==> src/shared/angle_jump_pkg.sv <==
// package: constants, register map and carrier types of the angle-jump stage
// Contract
// - stage condition output shows one of normal, blocked, trip, alarm
// - a flag shows whether the monitored channel selection is available
// - per channel, signed angle change against 20 ms earlier, 0.01 deg steps
// - per channel, measured voltage over undervoltage limit, 0.01 p.u. steps
// - blocking input is sampled at the start of every program cycle
// - pick-up without blocking raises trip or alarm and starts timing
// - pick-up under blocking raises blocked and nothing else
// - block, trip, alarm ON/OFF events are time-stamped and selectable per event
// - alarm, trip and blocked occurrences are counted, clearable on request
// - the last twelve time-stamped operation records are kept
// - records taken on ON events only, with stamp, event, channel, angles, group
// - trip output holds 20 ms then releases by itself
// - stage is blocked while measured voltage is below the undervoltage limit
// - option selects trip only or trip and alarm, trip only after reset
package angle_jump_pkg;
	// timing
	localparam int CLK_HZ        = 25000000;
	localparam int MS_PER_S      = 1000;
	localparam int CLK_PER_MS    = CLK_HZ / MS_PER_S;
	localparam int TRIP_HOLD_MS  = 20;
	localparam int TRIP_HOLD_CYC = CLK_PER_MS * TRIP_HOLD_MS;
	localparam int HIST_MS       = 20;
	localparam int SAMPLE_MS     = 5;
	localparam int HIST_DEPTH    = HIST_MS / SAMPLE_MS;
	// sizes and scaling
	localparam int NUM_CH  = 3;
	localparam int NUM_REC = 12;
	localparam int NUM_EVT = 6;
	localparam int DIV_STEPS = 23;
	localparam logic signed [17:0] DEG_HALF  = 18'sh04650;
	localparam logic signed [17:0] DEG_FULL  = 18'sh08ca0;
	localparam logic [22:0]        RATIO_MAX = 23'h008ca0;
	localparam logic [22:0]        PU_SCALE  = 23'h000064;
	// register byte offsets
	localparam logic [7:0] OFS_CTRL      = 8'h00;
	localparam logic [7:0] OFS_TRIP_SET  = 8'h04;
	localparam logic [7:0] OFS_ALARM_SET = 8'h08;
	localparam logic [7:0] OFS_UV_LIMIT  = 8'h0c;
	localparam logic [7:0] OFS_EVT_SEL   = 8'h10;
	localparam logic [7:0] OFS_STATUS    = 8'h14;
	localparam logic [7:0] OFS_CNT_ALARM = 8'h18;
	localparam logic [7:0] OFS_CNT_TRIP  = 8'h1c;
	localparam logic [7:0] OFS_CNT_BLOCK = 8'h20;
	localparam logic [7:0] OFS_ANGLE0    = 8'h24;
	localparam logic [7:0] OFS_RATIO0    = 8'h30;
	localparam logic [7:0] OFS_REC_SEL   = 8'h3c;
	localparam logic [7:0] OFS_REC_COUNT = 8'h40;
	localparam logic [7:0] OFS_REC_STAMP = 8'h44;
	localparam logic [7:0] OFS_REC_INFO  = 8'h48;
	localparam logic [7:0] OFS_REC_TRIP  = 8'h4c;
	localparam logic [7:0] OFS_REC_ALARM = 8'h50;
	// control field positions
	localparam int CTRL_MODE_BIT = 0;
	localparam int CTRL_CLR_BIT  = 1;
	localparam int CTRL_ALL_BIT  = 2;
	localparam int CTRL_MASK_LSB = 4;
	// reset values
	localparam logic [2:0]  RST_MASK      = 3'h7;
	localparam logic [15:0] RST_TRIP_SET  = 16'h01f4;
	localparam logic [15:0] RST_ALARM_SET = 16'h01f4;
	localparam logic [15:0] RST_UV_LIMIT  = 16'h251c;
	localparam logic [5:0]  RST_EVT_SEL   = 6'h3f;
	// types
	typedef enum logic [1:0] {COND_NORMAL, COND_BLOCKED, COND_TRIP, COND_ALARM} cond_e;
	typedef enum logic [2:0] {EVT_BLOCK_ON, EVT_BLOCK_OFF, EVT_TRIP_ON, EVT_TRIP_OFF,
		EVT_ALARM_ON, EVT_ALARM_OFF} evt_e;
	typedef struct packed {
		logic [15:0] angle;
		logic [15:0] volt;
	} chan_in_s;
	typedef struct packed {
		logic signed [16:0] change;
		logic [16:0]        ratio;
		logic               underVolt;
	} chan_out_s;
	typedef struct packed {
		logic [31:0] stamp;
		evt_e        evt;
		logic [1:0]  channel;
		logic [16:0] tripDiff;
		logic [16:0] alarmDiff;
		logic [2:0]  group;
	} record_s;
endpackage

==> src/design/angle_jump_event_block.sv <==
// angle-jump stage: pick-up, blocking, trip hold, events, counters, records, APB registers
`timescale 1ns/1ps
`default_nettype none
module angle_jump_event_block #(
	parameter int TRIP_HOLD_CYC = angle_jump_pkg::TRIP_HOLD_CYC,
	parameter int CLK_PER_MS    = angle_jump_pkg::CLK_PER_MS
) (
	// clock and reset
	input  wire logic                                clk,
	input  wire logic                                arst_n,
	// apb slave
	input  wire logic [7:0]                          paddr,
	input  wire logic                                psel,
	input  wire logic                                penable,
	input  wire logic                                pwrite,
	input  wire logic [31:0]                         pwdata,
	output var logic [31:0]                          prdata,
	output var logic                                 pready,
	output var logic                                 pslverr,
	// measurement path and blocking matrix
	input  wire logic                                cycleTick,
	input  wire logic                                sampleTick,
	input  wire angle_jump_pkg::chan_in_s [2:0]      chanIn,
	input  wire logic [2:0]                          chanAvail,
	input  wire logic                                blockIn,
	input  wire logic [2:0]                          settingGroup,
	// stage outputs
	output var logic                                 tripOut,
	output var logic                                 alarmOut,
	output var logic                                 blockedOut,
	output var angle_jump_pkg::cond_e                condition,
	output var logic                                 selOk,
	// event stream
	output var logic                                 evtValid,
	output var angle_jump_pkg::evt_e                 evtCode,
	output var logic [31:0]                          evtStamp
);
	typedef struct packed {
		logic [31:0]                                  prdata;
		logic                                         pready;
		logic                                         pslverr;
		logic                                         tripAndAlarm;
		logic                                         allMode;
		logic [2:0]                                   chanMask;
		logic [15:0]                                  tripSet;
		logic [15:0]                                  alarmSet;
		logic [15:0]                                  uvLimit;
		logic [5:0]                                   evtSel;
		logic [3:0]                                   recSel;
		logic                                         blockSmp;
		logic                                         tripOut;
		logic [18:0]                                  tripTimer;
		logic                                         alarmOut;
		logic                                         blockedOut;
		angle_jump_pkg::cond_e                        cond;
		logic                                         selOk;
		logic [14:0]                                  msPre;
		logic [31:0]                                  msCount;
		logic [5:0]                                   pend;
		logic                                         evtValid;
		angle_jump_pkg::evt_e                         evtCode;
		logic [31:0]                                  evtStamp;
		logic [15:0]                                  cntAlarm;
		logic [15:0]                                  cntTrip;
		logic [15:0]                                  cntBlock;
		angle_jump_pkg::record_s [angle_jump_pkg::NUM_REC-1:0] rec;
		logic [3:0]                                   wrPtr;
		logic [3:0]                                   recCount;
	} state_s;

	state_s                           s_q;
	state_s                           s_d;
	angle_jump_pkg::chan_out_s [2:0]  chanRes;
	logic [2:0][16:0]                 mag;
	logic [2:0]                       tripHit;
	logic [2:0]                       alarmHit;
	logic [2:0]                       uvHit;
	logic [1:0]                       worstCh;
	logic [16:0]                      worstMag;
	logic [16:0]                      worstDiff;
	logic                             pickTrip;
	logic                             pickAlarm;
	logic                             blk;
	logic [5:0]                       newEv;
	logic [5:0]                       taken;
	logic                             found;
	logic [2:0]                       pickIdx;
	logic                             clrReq;
	logic [31:0]                      rdData;
	logic                             hit;
	logic [4:0]                       recIdxW;
	logic [3:0]                       recIdx;
	angle_jump_pkg::record_s          recRd;

	// per-channel measurement units share the undervoltage limit
	for (genvar g = 0; g < angle_jump_pkg::NUM_CH; g++) begin : g_ch
		angle_jump_channel u_ch (
			.clk        (clk),
			.arst_n     (arst_n),
			.sampleTick (sampleTick),
			.meas       (chanIn[g]),
			.uvLimit    (s_q.uvLimit),
			.result     (chanRes[g])
		);
	end

	// record slot for reading, newest first
	always_comb begin
		recIdxW = {1'b0, s_q.wrPtr} + 5'(angle_jump_pkg::NUM_REC - 1) - {1'b0, s_q.recSel};
		if (recIdxW >= 5'(angle_jump_pkg::NUM_REC)) begin
			recIdxW = recIdxW - 5'(angle_jump_pkg::NUM_REC);
		end
		recIdx = recIdxW[3:0];
		recRd = '0;
		if (s_q.recSel < s_q.recCount) begin
			recRd = s_q.rec[recIdx];
		end
	end

	// read decode; unmapped or misaligned addresses answer with an error
	always_comb begin
		rdData = '0;
		hit = 1'b1;
		case (paddr)
			angle_jump_pkg::OFS_CTRL: begin
				rdData[angle_jump_pkg::CTRL_MODE_BIT] = s_q.tripAndAlarm;
				rdData[angle_jump_pkg::CTRL_ALL_BIT] = s_q.allMode;
				rdData[angle_jump_pkg::CTRL_MASK_LSB+:3] = s_q.chanMask;
			end
			angle_jump_pkg::OFS_TRIP_SET:  rdData = {16'h0000, s_q.tripSet};
			angle_jump_pkg::OFS_ALARM_SET: rdData = {16'h0000, s_q.alarmSet};
			angle_jump_pkg::OFS_UV_LIMIT:  rdData = {16'h0000, s_q.uvLimit};
			angle_jump_pkg::OFS_EVT_SEL:   rdData = {26'h0000000, s_q.evtSel};
			angle_jump_pkg::OFS_STATUS: begin
				rdData = {25'h0000000, s_q.blockSmp, s_q.blockedOut, s_q.alarmOut,
					s_q.tripOut, s_q.selOk, s_q.cond};
			end
			angle_jump_pkg::OFS_CNT_ALARM: rdData = {16'h0000, s_q.cntAlarm};
			angle_jump_pkg::OFS_CNT_TRIP:  rdData = {16'h0000, s_q.cntTrip};
			angle_jump_pkg::OFS_CNT_BLOCK: rdData = {16'h0000, s_q.cntBlock};
			angle_jump_pkg::OFS_REC_SEL:   rdData = {28'h0000000, s_q.recSel};
			angle_jump_pkg::OFS_REC_COUNT: rdData = {28'h0000000, s_q.recCount};
			angle_jump_pkg::OFS_REC_STAMP: rdData = recRd.stamp;
			angle_jump_pkg::OFS_REC_INFO: begin
				rdData = {24'h000000, recRd.group, recRd.channel, recRd.evt};
			end
			angle_jump_pkg::OFS_REC_TRIP:  rdData = {{15{recRd.tripDiff[16]}}, recRd.tripDiff};
			angle_jump_pkg::OFS_REC_ALARM: rdData = {{15{recRd.alarmDiff[16]}}, recRd.alarmDiff};
			default: begin
				hit = 1'b0;
				for (int i = 0; i < angle_jump_pkg::NUM_CH; i++) begin
					if (paddr == angle_jump_pkg::OFS_ANGLE0 + 8'(4 * i)) begin
						rdData = {{15{chanRes[i].change[16]}}, chanRes[i].change};
						hit = 1'b1;
					end
					if (paddr == angle_jump_pkg::OFS_RATIO0 + 8'(4 * i)) begin
						rdData = {15'h0000, chanRes[i].ratio};
						hit = 1'b1;
					end
				end
			end
		endcase
	end

	// channel screening; only selected channels take part
	always_comb begin
		tripHit = '0;
		alarmHit = '0;
		uvHit = '0;
		worstCh = 2'h0;
		worstMag = '0;
		for (int i = 0; i < angle_jump_pkg::NUM_CH; i++) begin
			mag[i] = chanRes[i].change[16] ? (~chanRes[i].change + 17'h00001) : chanRes[i].change;
			tripHit[i] = s_q.chanMask[i] & (mag[i] >= {1'b0, s_q.tripSet});
			alarmHit[i] = s_q.chanMask[i] & (mag[i] >= {1'b0, s_q.alarmSet});
			uvHit[i] = s_q.chanMask[i] & chanRes[i].underVolt;
			if (s_q.chanMask[i] && mag[i] > worstMag) begin
				worstMag = mag[i];
				worstCh = 2'(i);
			end
		end
		worstDiff = chanRes[worstCh].change;
		pickTrip = s_q.selOk & (s_q.allMode ? (tripHit == s_q.chanMask) : (tripHit != 3'h0));
		pickAlarm = s_q.tripAndAlarm & s_q.selOk &
			(s_q.allMode ? (alarmHit == s_q.chanMask) : (alarmHit != 3'h0));
		blk = blockIn | (|uvHit);
	end

	// main next-state logic
	always_comb begin
		s_d = s_q;
		clrReq = 1'b0;
		// apb: answer one cycle after setup; writes land at the completing edge
		s_d.pready = 1'b0;
		s_d.pslverr = 1'b0;
		if (psel && !penable) begin
			s_d.pready = 1'b1;
			s_d.prdata = hit ? rdData : 32'h00000000;
			s_d.pslverr = ~hit;
		end
		if (psel && penable && s_q.pready && pwrite && hit) begin
			case (paddr)
				angle_jump_pkg::OFS_CTRL: begin
					s_d.tripAndAlarm = pwdata[angle_jump_pkg::CTRL_MODE_BIT];
					s_d.allMode = pwdata[angle_jump_pkg::CTRL_ALL_BIT];
					s_d.chanMask = pwdata[angle_jump_pkg::CTRL_MASK_LSB+:3];
					clrReq = pwdata[angle_jump_pkg::CTRL_CLR_BIT];
				end
				angle_jump_pkg::OFS_TRIP_SET:  s_d.tripSet = pwdata[15:0];
				angle_jump_pkg::OFS_ALARM_SET: s_d.alarmSet = pwdata[15:0];
				angle_jump_pkg::OFS_UV_LIMIT:  s_d.uvLimit = pwdata[15:0];
				angle_jump_pkg::OFS_EVT_SEL:   s_d.evtSel = pwdata[5:0];
				angle_jump_pkg::OFS_REC_SEL:   s_d.recSel = pwdata[3:0];
				default: ;
			endcase
		end
		// selection is valid only if some channel is chosen and all chosen are present
		s_d.selOk = (s_q.chanMask != 3'h0) && ((s_q.chanMask & ~chanAvail) == 3'h0);
		// millisecond time base for stamps
		if (s_q.msPre == 15'(CLK_PER_MS - 1)) begin
			s_d.msPre = '0;
			s_d.msCount = s_q.msCount + 32'h00000001;
		end else begin
			s_d.msPre = s_q.msPre + 15'h0001;
		end
		// trip hold runs on clocks, independent of the program cycle
		if (s_q.tripOut) begin
			if (s_q.tripTimer == 19'h00000) begin
				s_d.tripOut = 1'b0;
			end else begin
				s_d.tripTimer = s_q.tripTimer - 19'h00001;
			end
		end
		// evaluation once per program cycle with the block level taken at its start
		if (cycleTick) begin
			s_d.blockSmp = blockIn;
			s_d.blockedOut = (pickTrip | pickAlarm) & blk;
			s_d.alarmOut = pickAlarm & ~blk;
			if (pickTrip && !blk && !s_q.tripOut) begin
				s_d.tripOut = 1'b1;
				s_d.tripTimer = 19'(TRIP_HOLD_CYC - 1);
			end
		end
		// trip outranks alarm, alarm outranks blocked
		if (s_d.tripOut) begin
			s_d.cond = angle_jump_pkg::COND_TRIP;
		end else if (s_d.alarmOut) begin
			s_d.cond = angle_jump_pkg::COND_ALARM;
		end else if (s_d.blockedOut) begin
			s_d.cond = angle_jump_pkg::COND_BLOCKED;
		end else begin
			s_d.cond = angle_jump_pkg::COND_NORMAL;
		end
		// edges of the three outputs become pending events, bit index is the event code
		newEv = {s_q.alarmOut & ~s_d.alarmOut, ~s_q.alarmOut & s_d.alarmOut,
			s_q.tripOut & ~s_d.tripOut, ~s_q.tripOut & s_d.tripOut,
			s_q.blockedOut & ~s_d.blockedOut, ~s_q.blockedOut & s_d.blockedOut};
		// one event leaves per clock, lowest code first, so no edge is dropped
		found = 1'b0;
		pickIdx = 3'h0;
		for (int i = 0; i < angle_jump_pkg::NUM_EVT; i++) begin
			if (!found && s_q.pend[i]) begin
				found = 1'b1;
				pickIdx = 3'(i);
			end
		end
		taken = found ? (6'h01 << pickIdx) : 6'h00;
		s_d.evtValid = found & s_q.evtSel[pickIdx];
		if (found) begin
			s_d.evtCode = angle_jump_pkg::evt_e'(pickIdx);
			s_d.evtStamp = s_q.msCount;
		end
		// a new edge in the same cycle as its removal stays pending
		s_d.pend = (s_q.pend & ~taken) | newEv;
		// records on ON events only; the ring overwrites the oldest slot when full
		if (found && !pickIdx[0]) begin
			s_d.rec[s_q.wrPtr].stamp = s_q.msCount;
			s_d.rec[s_q.wrPtr].evt = angle_jump_pkg::evt_e'(pickIdx);
			s_d.rec[s_q.wrPtr].channel = worstCh;
			s_d.rec[s_q.wrPtr].tripDiff = (pickIdx == angle_jump_pkg::EVT_TRIP_ON) ? worstDiff : 17'h00000;
			s_d.rec[s_q.wrPtr].alarmDiff = (pickIdx == angle_jump_pkg::EVT_ALARM_ON) ? worstDiff : 17'h00000;
			s_d.rec[s_q.wrPtr].group = settingGroup;
			if (s_q.wrPtr == 4'(angle_jump_pkg::NUM_REC - 1)) begin
				s_d.wrPtr = 4'h0;
			end else begin
				s_d.wrPtr = s_q.wrPtr + 4'h1;
			end
			if (s_q.recCount != 4'(angle_jump_pkg::NUM_REC)) begin
				s_d.recCount = s_q.recCount + 4'h1;
			end
		end
		// counters: clear first so a simultaneous occurrence still counts
		if (clrReq) begin
			s_d.cntAlarm = '0;
			s_d.cntTrip = '0;
			s_d.cntBlock = '0;
		end
		if (newEv[angle_jump_pkg::EVT_ALARM_ON]) begin
			s_d.cntAlarm = s_d.cntAlarm + 16'h0001;
		end
		if (newEv[angle_jump_pkg::EVT_TRIP_ON]) begin
			s_d.cntTrip = s_d.cntTrip + 16'h0001;
		end
		if (newEv[angle_jump_pkg::EVT_BLOCK_ON]) begin
			s_d.cntBlock = s_d.cntBlock + 16'h0001;
		end
	end

	// state register with documented defaults
	always_ff @(posedge clk or negedge arst_n) begin
		if (!arst_n) begin
			s_q <= '0;
			s_q.chanMask <= angle_jump_pkg::RST_MASK;
			s_q.tripSet <= angle_jump_pkg::RST_TRIP_SET;
			s_q.alarmSet <= angle_jump_pkg::RST_ALARM_SET;
			s_q.uvLimit <= angle_jump_pkg::RST_UV_LIMIT;
			s_q.evtSel <= angle_jump_pkg::RST_EVT_SEL;
		end else begin
			s_q <= s_d;
		end
	end

	// outputs straight from the state register
	assign prdata = s_q.prdata;
	assign pready = s_q.pready;
	assign pslverr = s_q.pslverr;
	assign tripOut = s_q.tripOut;
	assign alarmOut = s_q.alarmOut;
	assign blockedOut = s_q.blockedOut;
	assign condition = s_q.cond;
	assign selOk = s_q.selOk;
	assign evtValid = s_q.evtValid;
	assign evtCode = s_q.evtCode;
	assign evtStamp = s_q.evtStamp;
endmodule
`default_nettype wire

==> src/design/angle_jump_channel.sv <==
// one voltage channel: 20 ms angle change and voltage-to-limit ratio
`timescale 1ns/1ps
`default_nettype none
module angle_jump_channel (
	// clock and reset
	input  wire logic                     clk,
	input  wire logic                     arst_n,
	// measurement
	input  wire logic                     sampleTick,
	input  wire angle_jump_pkg::chan_in_s meas,
	input  wire logic [15:0]              uvLimit,
	// results
	output var angle_jump_pkg::chan_out_s result
);
	typedef struct packed {
		logic [angle_jump_pkg::HIST_DEPTH-1:0][15:0] hist;
		logic [22:0]                              dividend;
		logic [22:0]                              rem;
		logic [22:0]                              quot;
		logic [4:0]                               step;
		logic                                     busy;
		angle_jump_pkg::chan_out_s                res;
	} state_s;
	state_s            s_q;
	state_s            s_d;
	logic signed [17:0] delta;
	logic [22:0]        remShift;
	logic [22:0]        quotNext;

	// angle history and serial divider; restoring division keeps area small, 23 clocks per sample
	always_comb begin
		s_d = s_q;
		delta = $signed({2'b00, meas.angle}) - $signed({2'b00, s_q.hist[angle_jump_pkg::HIST_DEPTH-1]});
		if (delta > angle_jump_pkg::DEG_HALF) begin
			delta = delta - angle_jump_pkg::DEG_FULL; // wrap across 360 deg
		end else if (delta < -angle_jump_pkg::DEG_HALF) begin
			delta = delta + angle_jump_pkg::DEG_FULL;
		end
		remShift = {s_q.rem[21:0], s_q.dividend[22]};
		quotNext = {s_q.quot[21:0], 1'b0};
		if (remShift >= {7'h00, uvLimit}) begin
			remShift = remShift - {7'h00, uvLimit};
			quotNext = {s_q.quot[21:0], 1'b1};
		end
		if (sampleTick) begin
			s_d.hist = {s_q.hist[angle_jump_pkg::HIST_DEPTH-2:0], meas.angle};
			s_d.res.change = delta[16:0];
			s_d.res.underVolt = meas.volt < uvLimit;
			s_d.dividend = {7'h00, meas.volt} * angle_jump_pkg::PU_SCALE;
			s_d.rem = '0;
			s_d.quot = '0;
			s_d.step = '0;
			s_d.busy = 1'b1;
		end else if (s_q.busy) begin
			s_d.dividend = {s_q.dividend[21:0], 1'b0};
			s_d.rem = remShift;
			s_d.quot = quotNext;
			s_d.step = s_q.step + 5'h01;
			if (s_q.step == 5'(angle_jump_pkg::DIV_STEPS - 1)) begin
				s_d.busy = 1'b0;
				// saturate; a zero limit also ends here
				s_d.res.ratio = (quotNext > angle_jump_pkg::RATIO_MAX) ?
					angle_jump_pkg::RATIO_MAX[16:0] : quotNext[16:0];
			end
		end
	end

	// state register
	always_ff @(posedge clk or negedge arst_n) begin
		if (!arst_n) begin
			s_q <= '0;
		end else begin
			s_q <= s_d;
		end
	end

	assign result = s_q.res;
endmodule
`default_nettype wire

==> config.mk <==
export PLATFORM = sky130hd
export DESIGN_NAME = angle_jump_event_block
export DESIGN_NICKNAME = d
export VERILOG_FILES = /design/src/shared/angle_jump_pkg.sv /design/src/design/angle_jump_event_block.sv /design/src/design/angle_jump_channel.sv
export SDC_FILE = /design/constraint.sdc
export NUM_CORES = 2
export LEC_CHECK = 0
export BUFFER_PORTS_ARGS = -buffer_cell sky130_fd_sc_hd__buf_2
export CAP_MARGIN = 20
export CORE_MARGIN = 2
export CORE_UTILIZATION = 60
export CTS_CLUSTER_SIZE = 28
export DETAILED_ROUTE_END_ITERATION = 8
export GPL_TIMING_DRIVEN = 0
export PLACE_DENSITY = 0.77
export SYNTH_ARGS = -nofsm -noshare
export SYNTH_HDL_FRONTEND = slang
export SYNTH_SLANG_ARGS = --single-unit
==> constraint.sdc <==
create_clock -name clk -period 9.5 [get_ports clk]
set_input_delay 0.475 -clock clk [delete_from_list [all_inputs] [get_ports clk]]
set_output_delay 0.475 -clock clk [all_outputs]
set_load 0.05 [all_outputs]
==> flow_summary.yaml <==
cts:
  ctsHtreeMaxLevel: 4
  tritoncts: "yes"
  clk_root_buffer_cell: "clkbuf_16"
  clock_insertion_delay_worst_skew_ps: 840
  cts_max_path_buffers: 3
  cts.sinks: 1669
  clk_pin_slew_worst_paths_ps: 60
  number_of_cts_inserted_buffers: 174
routing:
  routedWlPerCell_um: 27.4
  wl_final_mm: 322
  via_count: 77300
  via_per_inst: 6.58
  route.detailed.drc: 11
  drt_iter0_markers: 10100
  route.antenna.remaining_nets: 0
  firstDrtPassIters: 9
die:
  fp.coreArea_sq_mm: 0.150
  number_of_top_level_design_ports: 226
  dieArea_sq_mm: 0.154
  fp.dieW_um: 392
  rows: 142
  initial_utilization_pct: 60.4
  die_h_um: 392
placement:
  routabilityCongestion: 1.04
  dpl.hpwl_mm: 238
  port_buffers: 208
  post_place_cell_area_sq_mm: 0.0947
synth:
  synth_seq_area_share_pct: 46.2
  ys.flop_type: "dfrtp_1"
  synth-adder-area-share_pct: 7.44
  synthMuxAreaShare_pct: 11.4
  post_synth_instance_area_sq_mm: 0.0905
  compound_gate_portion_of_the_synthesized_area_pct: 13.9
  yosys_warnings: 0
  combinational_family_with_the_most_area_after_synthesis: "simple AND/OR/NAND/NOR gates"
  synth_xor_area_share_pct: 2.39
  syn_area_per_cell_sq_um: 9.98
  asyncSetResetFlopFracSynth_pct: 100
  synth_seq_cells: 1669
  post_synth_and_or_nand_nor_area_fraction_pct: 14.3
  synth_cells: 9066
  yosys.cell_types.count: 107
  syn_nets: 9730
  synth_enable_flop_cells: 0
timing:
  max_slew_margin_pct: 10.9
  post-route-period-util_pct: 97.2
  whs_ps: 45.3
  finalCriticalPeriod_ps: 9230
  timing.clock.skew_ps: 52.1
  rsz0062_at_grt: "false"
  maxSlewViolCount: 0
  worst_margin_slew_ps: 1340
  final-setup-viol-count: 0
  finalHoldViolations: 0
  max_clock_freq_mhz: 108
worst_setup_path:
  worst_path_largest_cell_delay_ps: 620
  worst-path-max-fanout: 10
  timing.critical_path.from_type: "flop"
  timing.rr.start: "g_ch[0].u_ch.result[18]$_DFFE_PN0P_"
  crit_required_ps: 10190
  crit_arrival_ps: 9920
  crit_path_frequent_cell: "o21a_1"
  slowest_cell_on_crit_path: "mux2i_4"
  timing_worst_setup_path_type: "reg2reg"
  critical_path.startpoint: "g_ch[0].u_ch.result[18]$_DFFE_PN0P_"
  setup.worst_path.end_class: "flop"
layout:
  num-nets-final: 10200
  synthToLayoutAreaGrowth_pct: 12.8
  layout-drive-gt1-share_pct: 13.8
  fin_area_sq_mm: 0.102
grt:
  vias_in_the_first_global_route: 75400
  number_of_antenna_violations_at_the_first_check_in_global_routing: 30
  gr-total-overflow: 0
  grt_usage_pct: 41.8
  grt_first_pass_wirelength_mm: 478
  grt_start_max_net_pins: 170
pwr:
  p_total_mw: 27.3
  static_leak_nw: 49.2
  max-vdd-ir-drop_uv: 925
  p_per_area_mw_per_mm2: 268
run:
  drv_cap: 0
status:
  violations: "DRC"
  outcome: "finished with violations"
hold_path:
  min-delay-path-class: "in2reg"
  worstHoldStart: "pwdata[0]"
-- critical path: cells and delay by family (launching register included) --
| family | cells | cell delay, ps |
|---|---|---|
| adders and majority gates | 3 | 760 |
| AOI/OAI and AO/OA | 17 | 2880 |
| DFF | 1 | 500 |
| muxes | 1 | 620 |
| buffers and inverters | 8 | 2440 |
| and+or+nand+nor | 6 | 1600 |
| xor gates and xnor gates | 1 | 240 |
-- path summary, 6_finish.rpt --
check | cells past startpoint | slack [ps] | to
max reg2reg | 36 | 270 | s_q[386]$_DFFE_PN0P_
min | 3 | 50 | s_q[1059]$_DFFE_PN0P_
max | 36 | 270 | s_q[386]$_DFFE_PN0P_
max in group asynchronous | 6 | 6160 | s_q[772]$_DFFE_PN0P_
min in group asynchronous | 2 | 180 | g_ch[0].u_ch.s_q[93]$_DFFE_PN0P_
min reg2reg | 2 | 470 | evtStamp[10]$_DFFE_PN0P_
-- cell families (layout without fill, tap and decap cells) --
logic type	count (synthesis)	count (layout)
AND/OR/NAND/NOR	2997	2997
AO/OA/AOI/OAI	1920	1920
flip-flops	1669	1669
buffers and inverters	976	1631
multiplexers	744	744
adder cells (fa/ha/maj)	514	514
XOR/XNOR	246	246
other	0	13
-- routing by layer --
metal / global-route usage (%) / vias up / part of all wire, %
met5: 0.383 / - / 0.10
met1: 57.2 / 38600 / 39
met4: 17.1 / 30 / 4.7
met3: 18.4 / 927 / 15
met2: 58.0 / 4752 / 41
li1: - / 33100 / -
-- repair_timing --
action | in CTS | in global routing
endpoints found under the setup margin | 410 | 354
hold buffers | 74 | 0
pin swaps | 1 | 1
resized for setup | 39 | 39
endpoints found under the hold margin | 164 | 0
buffers inserted | 0 | 4
-- sequential cells by signal (all words and copies together) (netlist names) --
signal,count
blockedOut,1
evtCode,3
alarmOut,1
condition,2
pslverr,1
selOk,1
prdata,32
evtValid,1
g_ch.u_ch.s_q,408
s_q,1080
tripOut,1
g_ch.u_ch.result,105
evtStamp,32
pready,1
-- through the flow --
step           TNS [ps]  utilization [%]  std cells  setup WS (ps)
2_1_floorplan         0                -       9066           1980
3_3_place_gp          -             62.8      11300         -28110
3_5_place_dp    -274890             63.2      11300          -1210
4_1_cts               0             67.9      11700           52.1
5_1_grt               0             68.1      11700           1.32
6_report              0             68.2      11800            268
-- power by group --
| part | internal, mW | leakage, nW | switching [mW] |
|---|---|---|---|
| Sequential | 7.55 | 22.1 | 0.525 |
| Clock | 4.30 | 3.02 | 3.10 |
| Combinational | 3.53 | 24.1 | 8.35 |
-- area by class of cell --
cell class / instances / area (sq um)
clock buffers: 245 / 5030
repair buffers: 339 / 2690
fillers: 11400 / 47700
flip-flops and latches: 1669 / 41800
diodes: 13 / 32.5
inverters: 358 / 1340
plain buffers: 615 / 2700
well taps: 2016 / 2520
multi-input cells: 6421 / 44800
clock inverters: 74 / 1140
-- cell usage in the layout, fill, tap and decap left out, types with 98 or more instances in the layout --
master	n
nand3_1	154
o21ai_0	788
a22oi_1	124
mux4_2	190
a211oi_1	98
mux2i_1	179
dfrtp_1	1642
inv_1	357
mux2_2	359
ha_1	474
clkbuf_16	176
xnor2_1	154
nor2_1	430
clkbuf_1	458
buf_2	233
nor3_1	101
a21oi_1	222
nand2_1	1841
-- cell usage after synthesis (all sizes together), types with 16 or more instances --
master	n	share of area, %
o21a	46	0.38
nand3	154	0.85
nand4	92	0.64
and2	44	0.30
a222oi	36	0.40
and3	51	0.36
xor2	92	0.90
o22ai	20	0.14
o31ai	37	0.31
a22o	51	0.49
a31oi	38	0.26
nand2b	39	0.27
nor4	42	0.33
a21oi	223	1.2
fa	40	0.89
clkbuf	456	1.9
mux2i	195	2.2
a221oi	46	0.45
o21ai	794	4.4
or4	28	0.24
dfstp	27	0.78
or2	19	0.13
ha	474	6.6
or3	57	0.41
a311oi	53	0.54
a211o	16	0.15
buf	162	1.1
nor2	430	1.8
nor3	103	0.58
nand2	1841	7.6
o221ai	20	0.19
o41ai	18	0.20
a21o	95	0.79
a22oi	124	1.0
nor2b	49	0.34
o311ai	31	0.34
a211oi	100	0.84
dfrtp	1642	45
mux4	190	4.7
xnor2	154	1.5
mux2	359	4.5
o211ai	29	0.24
inv	357	1.5
No activity file was read; power rests on OpenSTA's default activity.
